**config.mk**
```make
export PLATFORM = sky130hd
export DESIGN_NAME = byte_op_file_register_decoder
export DESIGN_NICKNAME = d
export VERILOG_FILES = /design/src/rtl/byte_op_pkg.sv /design/src/rtl/alu_if.sv /design/src/rtl/byte_alu.sv /design/src/rtl/byte_op_file_register_decoder.sv
export SDC_FILE = /design/constraint.sdc
export NUM_CORES = 2
export LEC_CHECK = 0
export BUFFER_PORTS_ARGS = -buffer_cell sky130_fd_sc_hd__buf_2
export CAP_MARGIN = 20
export CORE_MARGIN = 4
export CORE_UTILIZATION = 60
export DETAILED_ROUTE_END_ITERATION = 12
export PLACE_DENSITY_LB_ADDON = 0.12
export SETUP_SLACK_MARGIN = 0.15
export SYNTH_ARGS = -nofsm -noshare
export SYNTH_HDL_FRONTEND = slang
export SYNTH_HIERARCHICAL = 1
export SYNTH_SLANG_ARGS = --single-unit
```
**constraint.sdc**
```tcl
create_clock -name sys_clk_in -period 5.1 [get_ports sys_clk_in]
set_input_delay 0.51 -clock sys_clk_in [delete_from_list [all_inputs] [get_ports sys_clk_in]]
set_output_delay 0.51 -clock sys_clk_in [all_outputs]
set_load 0.02 [all_outputs]
```
**src/rtl/byte_op_pkg.sv**
```systemverilog
// Constants and types for the byte-oriented file-register decoder.
// Assumes a single core clock and an active-low asynchronous reset.
package byte_op_pkg;
  localparam int INSTR_W = 14;
  localparam int ADDR_W = 7;
  localparam int DATA_W = 8;
  localparam int BUS_AW = 8;
  // Instruction word fields
  localparam int OP_LSB = 8;
  localparam int D_BIT = 7;
  localparam int BIT_LSB = 7;
  localparam logic [1:0] OP_CLASS_BYTE = 2'h0;
  localparam logic [3:0] OP_CLR = 4'h1;
  localparam logic [3:0] OP_AND = 4'h5;
  localparam logic [3:0] OP_ADD = 4'h7;
  localparam logic [3:0] OP_DECSZ = 4'hB;
  localparam logic [3:0] OP_INCSZ = 4'hF;
  localparam logic [INSTR_W-1:0] NOP_WORD = 14'h0000;
  // File address of the second I/O port
  localparam logic [ADDR_W-1:0] PORT2_ADDR = 7'h06;
  // Register port map above the file registers
  localparam logic [BUS_AW-1:0] BUS_ACC = 8'h80;
  localparam logic [BUS_AW-1:0] BUS_STATUS = 8'h81;
  localparam logic [BUS_AW-1:0] BUS_CTRL = 8'h82;
  // Status and control bit positions
  localparam int ST_C = 0;
  localparam int ST_DC = 1;
  localparam int ST_Z = 2;
  localparam int CTRL_FLAG = 0;
  // Reset values
  localparam logic [DATA_W-1:0] ACC_RST = 8'h00;
  localparam logic [DATA_W-1:0] STATUS_RST = 8'h00;
  localparam logic [DATA_W-1:0] PORT_RST = 8'h00;
  typedef enum logic [2:0] {alu_pass, alu_add, alu_and, alu_clr, alu_dec, alu_inc} alu_op_type;
  typedef enum logic [1:0] {ph_decode, ph_read, ph_modify, ph_write} phase_type;
endpackage : byte_op_pkg

```
**src/rtl/alu_if.sv**
```systemverilog
// Operand and result bundle between the decoder core and its byte ALU.
// Assumes both ends sit on the same clock.
`timescale 1ns/1ps
interface alu_if;
  import byte_op_pkg::*;
  alu_op_type op;
  logic [DATA_W-1:0] a;
  logic [DATA_W-1:0] w;
  logic [DATA_W-1:0] result;
  logic c;
  logic dc;
  logic z;
  modport core (output op, a, w, input result, c, dc, z);
  modport alu (input op, a, w, output result, c, dc, z);
endinterface : alu_if

```
**src/rtl/byte_alu.sv**
```systemverilog
// Combinational byte ALU for the file-register operations.
// Assumes operands are held stable by the core across the cycle.
`timescale 1ns/1ps
module byte_alu
(
  alu_if.alu bus
);
  import byte_op_pkg::*;
  logic [DATA_W:0] sum9;
  logic [4:0] nib;

  always_comb
  begin
    sum9 = {1'b0, bus.a} + {1'b0, bus.w};
    nib = {1'b0, bus.a[3:0]} + {1'b0, bus.w[3:0]};
    bus.c = 1'b0;
    bus.dc = 1'b0;
    bus.result = bus.a;
    unique case (bus.op)
      alu_add:
      begin
        bus.result = sum9[DATA_W-1:0];
        bus.c = sum9[DATA_W];
        bus.dc = nib[4];
      end
      alu_and: bus.result = bus.a & bus.w;
      alu_clr: bus.result = 8'h00;
      alu_dec: bus.result = bus.a - 8'h01;
      alu_inc: bus.result = bus.a + 8'h01;
      alu_pass: bus.result = bus.a;
    endcase
    bus.z = (bus.result == 8'h00);
  end
endmodule : byte_alu

```
**src/rtl/byte_op_file_register_decoder.sv**
```systemverilog
// Decoder and executor for byte-oriented file-register instructions.
// Assumes a fetch unit presents a word on instr_in while fetch_out is high.
//
// The address map and the address-and-strobe port were left to the implementer.
`timescale 1ns/1ps
module byte_op_file_register_decoder
(
  // Clock and reset
  input wire logic sys_clk_in,
  input wire logic resetn_in,
  // Instruction stream
  input wire logic [byte_op_pkg::INSTR_W-1:0] instr_in,
  output logic fetch_out,
  output logic skip_pending_out,
  output logic [byte_op_pkg::DATA_W-1:0] bit_mask_out,
  // Register port
  input wire logic [byte_op_pkg::BUS_AW-1:0] addr_in,
  input wire logic [byte_op_pkg::DATA_W-1:0] wr_data_in,
  input wire logic wr_in,
  input wire logic rd_in,
  output logic [byte_op_pkg::DATA_W-1:0] rd_data_out,
  // Core state
  output logic [byte_op_pkg::DATA_W-1:0] acc_out,
  output logic [byte_op_pkg::DATA_W-1:0] status_out,
  // Second I/O port
  input wire logic [byte_op_pkg::DATA_W-1:0] second_io_port_in,
  output logic [byte_op_pkg::DATA_W-1:0] second_io_port_out,
  output logic port_change_flag_out
);
  import byte_op_pkg::*;

  logic [DATA_W-1:0] mem [0:(1<<ADDR_W)-1];
  phase_type phase_r, phase_nxt;
  logic [INSTR_W-1:0] instr_r, instr_nxt;
  logic [DATA_W-1:0] opnd_r, opnd_nxt;
  logic [DATA_W-1:0] result_r, result_nxt;
  logic [DATA_W-1:0] acc_r, acc_nxt;
  logic [DATA_W-1:0] status_r, status_nxt;
  logic [DATA_W-1:0] port_out_r, port_out_nxt;
  logic [DATA_W-1:0] snap_r, snap_nxt;
  logic [DATA_W-1:0] rd_data_r, rd_data_nxt;
  logic [DATA_W-1:0] bit_mask_r, bit_mask_nxt;
  logic [DATA_W-1:0] pins_s1_r, pins_s2_r;
  logic flag_r, flag_nxt;
  logic skip_r, skip_nxt;
  logic fetch_r;
  logic mem_we;
  logic [ADDR_W-1:0] mem_wa;
  logic [DATA_W-1:0] mem_wd;
  logic [3:0] op4;
  logic byte_cls, is_clear_register_op, is_clear_accumulator_op, file_op, skip_op, dest_file, writes_acc;
  logic [ADDR_W-1:0] faddr;
  alu_if alu_bus ();

  byte_alu u_alu
  (
    .bus(alu_bus.alu)
  );

  // Field decode of the held word
  always_comb
  begin
    op4 = instr_r[OP_LSB+3:OP_LSB];
    byte_cls = (instr_r[INSTR_W-1:INSTR_W-2] == OP_CLASS_BYTE);
    faddr = instr_r[ADDR_W-1:0];
    is_clear_register_op = byte_cls && (op4 == OP_CLR) && instr_r[D_BIT];
    is_clear_accumulator_op = byte_cls && (op4 == OP_CLR) && !instr_r[D_BIT];
    skip_op = byte_cls && ((op4 == OP_DECSZ) || (op4 == OP_INCSZ));
    file_op = is_clear_register_op || skip_op || (byte_cls && ((op4 == OP_ADD) || (op4 == OP_AND)));
    dest_file = is_clear_register_op || (file_op && instr_r[D_BIT]);
    writes_acc = is_clear_accumulator_op || (file_op && !dest_file);
    alu_bus.op = alu_pass;
    if (is_clear_register_op || is_clear_accumulator_op)
      alu_bus.op = alu_clr;
    else if (byte_cls && op4 == OP_ADD)
      alu_bus.op = alu_add;
    else if (byte_cls && op4 == OP_AND)
      alu_bus.op = alu_and;
    else if (byte_cls && op4 == OP_DECSZ)
      alu_bus.op = alu_dec;
    else if (byte_cls && op4 == OP_INCSZ)
      alu_bus.op = alu_inc;
    alu_bus.a = opnd_r;
    alu_bus.w = acc_r;
  end

  // Core sequencing, register port and change detect
  always_comb
  begin
    phase_nxt = phase_r;
    instr_nxt = instr_r;
    opnd_nxt = opnd_r;
    result_nxt = result_r;
    acc_nxt = acc_r;
    status_nxt = status_r;
    port_out_nxt = port_out_r;
    snap_nxt = snap_r;
    skip_nxt = skip_r;
    bit_mask_nxt = bit_mask_r;
    rd_data_nxt = 8'h00;
    mem_we = 1'b0;
    mem_wa = addr_in[ADDR_W-1:0];
    mem_wd = wr_data_in;
    // Register port writes, overridden by a core write below
    if (wr_in && !addr_in[BUS_AW-1])
    begin
      if (addr_in[ADDR_W-1:0] == PORT2_ADDR)
        port_out_nxt = wr_data_in;
      else
        mem_we = 1'b1;
    end
    if (rd_in)
    begin
      if (!addr_in[BUS_AW-1])
        rd_data_nxt = (addr_in[ADDR_W-1:0] == PORT2_ADDR) ? pins_s2_r : mem[addr_in[ADDR_W-1:0]];
      else if (addr_in == BUS_ACC)
        rd_data_nxt = acc_r;
      else if (addr_in == BUS_STATUS)
        rd_data_nxt = status_r;
      else if (addr_in == BUS_CTRL)
        rd_data_nxt = {7'h00, flag_r};
    end
    unique case (phase_r)
      ph_decode:
      begin
        instr_nxt = skip_r ? NOP_WORD : instr_in;
        bit_mask_nxt = 8'h01 << instr_in[BIT_LSB+2:BIT_LSB];
        skip_nxt = 1'b0;
        phase_nxt = ph_read;
      end
      ph_read:
      begin
        opnd_nxt = (faddr == PORT2_ADDR) ? pins_s2_r : mem[faddr];
        if (file_op && faddr == PORT2_ADDR)
          snap_nxt = pins_s2_r;
        phase_nxt = ph_modify;
      end
      ph_modify:
      begin
        result_nxt = alu_bus.result;
        phase_nxt = ph_write;
      end
      ph_write:
      begin
        if (file_op && dest_file)
        begin
          if (faddr == PORT2_ADDR)
            port_out_nxt = result_r;
          else
          begin
            mem_we = 1'b1;
            mem_wa = faddr;
            mem_wd = result_r;
          end
        end
        if (writes_acc)
          acc_nxt = result_r;
        if (alu_bus.op == alu_add)
        begin
          status_nxt[ST_C] = alu_bus.c;
          status_nxt[ST_DC] = alu_bus.dc;
        end
        if (alu_bus.op == alu_add || alu_bus.op == alu_and || alu_bus.op == alu_clr)
          status_nxt[ST_Z] = (result_r == 8'h00);
        skip_nxt = skip_op && (result_r == 8'h00);
        phase_nxt = ph_decode;
      end
    endcase
    // Mismatch sets the flag; a set wins over a clear
    flag_nxt = (flag_r & ~(wr_in && addr_in == BUS_CTRL && !wr_data_in[CTRL_FLAG]))
      | (pins_s2_r != snap_r);
  end

  always_ff @(posedge sys_clk_in or negedge resetn_in)
  begin
    if (!resetn_in)
    begin
      phase_r <= ph_decode;
      instr_r <= NOP_WORD;
      opnd_r <= 8'h00;
      result_r <= 8'h00;
      acc_r <= ACC_RST;
      status_r <= STATUS_RST;
      port_out_r <= PORT_RST;
      snap_r <= 8'h00;
      rd_data_r <= 8'h00;
      bit_mask_r <= 8'h00;
      pins_s1_r <= 8'h00;
      pins_s2_r <= 8'h00;
      flag_r <= 1'b0;
      skip_r <= 1'b0;
      fetch_r <= 1'b1;
    end
    else
    begin
      phase_r <= phase_nxt;
      instr_r <= instr_nxt;
      opnd_r <= opnd_nxt;
      result_r <= result_nxt;
      acc_r <= acc_nxt;
      status_r <= status_nxt;
      port_out_r <= port_out_nxt;
      snap_r <= snap_nxt;
      rd_data_r <= rd_data_nxt;
      bit_mask_r <= bit_mask_nxt;
      pins_s1_r <= second_io_port_in;
      pins_s2_r <= pins_s1_r;
      flag_r <= flag_nxt;
      skip_r <= skip_nxt;
      fetch_r <= (phase_nxt == ph_decode);
    end
  end

  // File register storage
  always_ff @(posedge sys_clk_in)
  begin
    if (mem_we)
      mem[mem_wa] <= mem_wd;
  end

  assign fetch_out = fetch_r;
  assign skip_pending_out = skip_r;
  assign bit_mask_out = bit_mask_r;
  assign rd_data_out = rd_data_r;
  assign acc_out = acc_r;
  assign status_out = status_r;
  assign second_io_port_out = port_out_r;
  assign port_change_flag_out = flag_r;
endmodule : byte_op_file_register_decoder

```
# Word level (Yosys, flattened, before mapping)
# Memories as Yosys holds them, arrays and structs flattened.
# Index checks and enable logic that the tools add are counted.
# word_totals
regBits	94
mem_count	1
out_inout_bits	43
ram_bits	1024
# memory_table
memory	words	width	rd	rd_clocked_by_memory_dff	wr	line	source
mem	128	8	2	0	1	byte_op_file_register_decoder.sv:32	logic [DATA_W-1:0] mem [0:(1<<ADDR_W)-1];
# classes
shift	1
n_bitwise	4
eq_ne	19
n_reduce_logical	40
n_mux	34
n_addsub	4
# ops
cell	n
2-to-1 mux 8 bit	13
one-hot mux 8 bit (6 select lines)	1
== test 8 bit (second input constant)	3
2-to-1 mux 7 bit	3
2-to-1 mux 3 bit	6
logical AND 1 bit	17
== test 7 x 3 -> 1 bit (second input constant)	2
2-to-1 mux 14 bit	1
adder 8 x 8 -> 9 bit	1
logical OR 1 bit	9
adder 8 x 1 -> 8 bit (second input constant)	1
bitwise AND 8 bit	1
== test 4 x 3 -> 1 bit (second input constant)	2
== test 4 bit (second input constant)	2
zero test 8 bit	1
2-to-1 mux 1 bit	8
inequality test 8 bit	1
one-hot mux 2 bit (4 select lines)	1
AND reduction 2 bit	4
left shift 1 x 3 -> 8 bit (first input constant)	1
subtractor 8 x 1 -> 8 bit (second input constant)	1
== test 3 x 2 -> 1 bit (second input constant)	2
== test 3 bit (second input constant)	2
zero test 2 bit	3
other kinds (12)	16

# Logic depth before layout (Yosys ltp)
# logic_depth
word_depth	12
mapped_depth	14
depth_no_buf	13

# Modules after synthesis
# Netlist, hierarchy kept.
# modules_own_cells
mod	area_per_inst_um2	n_inst	cells_each
byte_op_file_register_decoder	52171.3	1	2696
byte_alu	987.2	1	136

# Least setup slack after synthesis
# Ideal clock, no wire load.
# synth_path
path_type	register to register
from	register instr_r[3]
to	memory mem[0][0], data pin
path_stages_with_launch	9
t_arrival_ns	3.185
path_slack_ns	1.404
path_buffers	3
path_cell_list	dfrtp_1 -> clkbuf_1 -> nand4bb_1 -> clkbuf_1 -> nand3b_1 -> nand2_1 -> clkbuf_1 -> nand2_1 -> nand2_1
# synth_via
elab_chain_len	4
# synth_rtl
element	line	source
start: declaration	byte_op_file_register_decoder.sv:34	logic [INSTR_W-1:0] instr_r, instr_nxt;
start signal: assignment	byte_op_file_register_decoder.sv:197	instr_r <= instr_nxt;
== test 7 x 3 -> 1 bit	byte_op_file_register_decoder.sv:147	if (faddr == PORT2_ADDR)
2-to-1 mux 8 bit	byte_op_file_register_decoder.sv:147	
2-to-1 mux 8 bit	byte_op_file_register_decoder.sv:145	if (file_op && dest_file)
2-to-1 mux 8 bit	byte_op_file_register_decoder.sv:123	unique case (phase_r)
named net mem_wd[0]	byte_op_file_register_decoder.sv:49	logic [DATA_W-1:0] mem_wd;
end: declaration	byte_op_file_register_decoder.sv:32	
# The timed path passes the listed nets, and every way through them passes these cells.

# Final worst setup path
# layout_path
from	register instr_r[0]
to	register opnd_r[1], in the netlist alu_bus.a[1]
# layout_via
elab_chain_len	2
elab_cells_between_ends	3
cone_classes	eq/ne: 1; mux: 1; memory: 1
# layout_rtl
element	line	source
memory read (128 x 8 bit) or == test 7 x 3 -> 1 bit (tied branches)	-	
2-to-1 mux 8 bit (*)	byte_op_file_register_decoder.sv:133	opnd_nxt = (faddr == PORT2_ADDR) ? pins_s2_r : mem[faddr];
end signal: assignment	byte_op_file_register_decoder.sv:198	opnd_r <= opnd_nxt;
end: declaration	byte_op_file_register_decoder.sv:35	logic [DATA_W-1:0] opnd_r, opnd_nxt;
# Every way passes the cells marked *; elsewhere a longest branch is shown, timed or not.
# A chain may end at the register's enable or synchronous reset.

==> qor.txt <==
status: finished, final reports clean
Crit Path Max Fanout: 105
hold crit path type: in -> reg
Hold Vio Cnt, Final: 0
GPL Wtd Cong: 1.005
crit end category: register
clk root buf: clkbuf_16
DR iter-0 viols: 4923
Synth Cell Area: 53130 µm²
Clk pin slew, worst setup/hold paths: 0.06 ns
Synth Warn #: 6
CTS tree: yes
Initial Utilization: 60.87%
core area: 87290 µm²
# hold bufs at CTS: 9
Routed Wire Length: 161400 µm
Detailed Place HPWL: 105900 µm
# DRC: 0
setup TNS: 0 ns
total gr overflow: 0
PortBufs: 79
first-pass GRT wire length: 233600 µm
Max VDD drop: 415.5 µV
DR WL/cell: 37.63 µm
WS Path Type: reg -> reg
H-tree depth: 3
period utilisation layout: 87.97%
pin count of the biggest net entering global routing: 168
vias in the first global route: 31.95k
Slew @ Worst Pin: 1.233 ns
Bufs on Longest Clock Path: 3
Post-CTS Setup Inserts: 0
ANT nets after route: 0
# rows: 108
number of CTS-inserted buffers: 113
initial antenna violation count: 8
final setup violation count: 0
register area: 33110 µm²
CP delay by family, top: buffers and inverters
clk sink count: 1118
CP max-delay cell: buf_4
power density over the cells: 342.5 nW/µm²
CP Data Arrival Time: 5.06 ns
Die Wd: 305.6 µm
maxcap violations: 0
DR pass1 iterations: 5
Rel. slew slack: 17.82%
startpoint type of the worst setup path: register
nets: 3099
I/O Pins: 85
synthesized instance count: 2829
via count: 31.89k
P&R area growth vs syn: 12.31%
Crit path largest cell delay: 0.63 ns
GRT Util Overall: 35.02%
Tmin final: 4.486 ns
Cell Chain, Critical Path: buf_12 -> buf_4 -> buf_4 -> mux4_2 -> mux4_2 -> o22ai_1 -> nor4_1 -> a221o_1
FILL cells: 5564
fin worst setup slack: 0.6135 ns
post_cts resized: 0
Buf+Inv Stages, Crit Path: 3
Final Skew: 0.02862 ns
Worst-Skew Late Latency: 0.70 ns
share of layout cells above drive strength 1: 35.56%
die area: 93380 µm²
via-per-instance ratio: 7.435
Post-Syn Area per Cell: 18.78 µm²
pre-CTS worst setup slack: 0.6468 ns
die height: 305.6 µm
final slew viol count: 0
Worst Path Required: 5.67 ns
area of the multi-input gates: 19010 µm²
LEAKAGE: 19.62 nW
f_max: 0.2229 GHz
unrepaired setup endpoints after global routing: false
-- where the power goes --
part           internal (mW)  leakage [nW]  switching, mW
clock                   4.81          1.79           3.47
combinational          0.777          7.49           1.20
sequential              10.1          10.3          0.104
total                   15.7          19.6           4.78
-- flip-flops by register name, indices dropped and copies added (netlist names) --
signal,count
alu_bus.a,8
snap_r,8
bit_mask_out,8
mem,1024
acc_out,8
rd_data_out,8
pins_s1_r,8
instr_r,14
second_io_port_out,8
pins_s2_r,8
phase_r,2
result_r,8
status_out,3
fetch_out,1
skip_pending_out,1
port_change_flag_out,1
-- cells in the final DEF, fill, tap and decap left out, drive strengths merged, types with 8 or more instances in the layout --
cell         count
clkbuf         149
a31oi           10
mux4           591
nand3b          15
buf            281
nand2          118
nand2b          24
clkinv          43
nor4            15
mux2            41
nor2b           12
dfrtp           93
o211ai          13
a22oi           27
ha              20
a221o            8
o21ai           61
dlygate4sd3      9
a221oi          10
conb            13
bufinv          12
xor2            12
or2              8
mux2i           73
edfxtp        1024
nor3            18
inv             40
nand3           26
nor2           174
o22ai           28
a21oi           49
-- area by class of cell --
cell class / count / area share [%]
clock buffer: 149 / 5.124
multi-input combinational: 1474 / 31.86
sequential: 1118 / 55.49
inverter: 38 / 0.2411
timing repair buffer: 290 / 3.820
clock inverter: 61 / 1.034
antenna: 4 / 0.01677
tap: 1155 / 2.422
-- stage by stage --
step | cell area, µm² | power (mW) | std cells | util [%] | hold WS [ns]
finish | 59680 | 20.44 | 4289 | 68.36 | 0.09231
global route | 59670 | 21.01 | 4285 | 68.35 | 0.08203
global placement | 55850 | 12.25 | 4064 | 63.98 | 0.3411
floorplan | 53180 | 11.56 | 2841 | - | 0.2144
CTS | 59640 | 20.45 | 4284 | 68.32 | 0.05561
detailed placement | 55870 | 12.29 | 4065 | 64.01 | 0.3356
-- routing by layer --
layer	GRT usage [%]	wire, µm
met5	0	170
met4	12.22	7323
met3	11.83	22640
met1	49.87	58600
met2	51.81	72680
-- path summary, 6_finish.rpt --
check	depth (start not counted)	slack [ns]	to	start
max	8	0.61	alu_bus.a[1]$_DFFE_PN0P_	instr_r[0]$_DFFE_PN0N_
min	2	0.09	bit_mask_out[0]$_DFFE_PN0N_	instr_in[7]
max reg2reg	8	0.61	alu_bus.a[1]$_DFFE_PN0P_	instr_r[0]$_DFFE_PN0N_
min reg2reg	0	0.35	pins_s2_r[5]$_DFF_PN0_	pins_s1_r[5]$_DFF_PN0_
max in group asynchronous	3	3.59	snap_r[5]$_DFFE_PN0P_	resetn_in
min in group asynchronous	2	0.35	bit_mask_out[3]$_DFFE_PN0N_	resetn_in
Power figures use the tool's default switching activity.
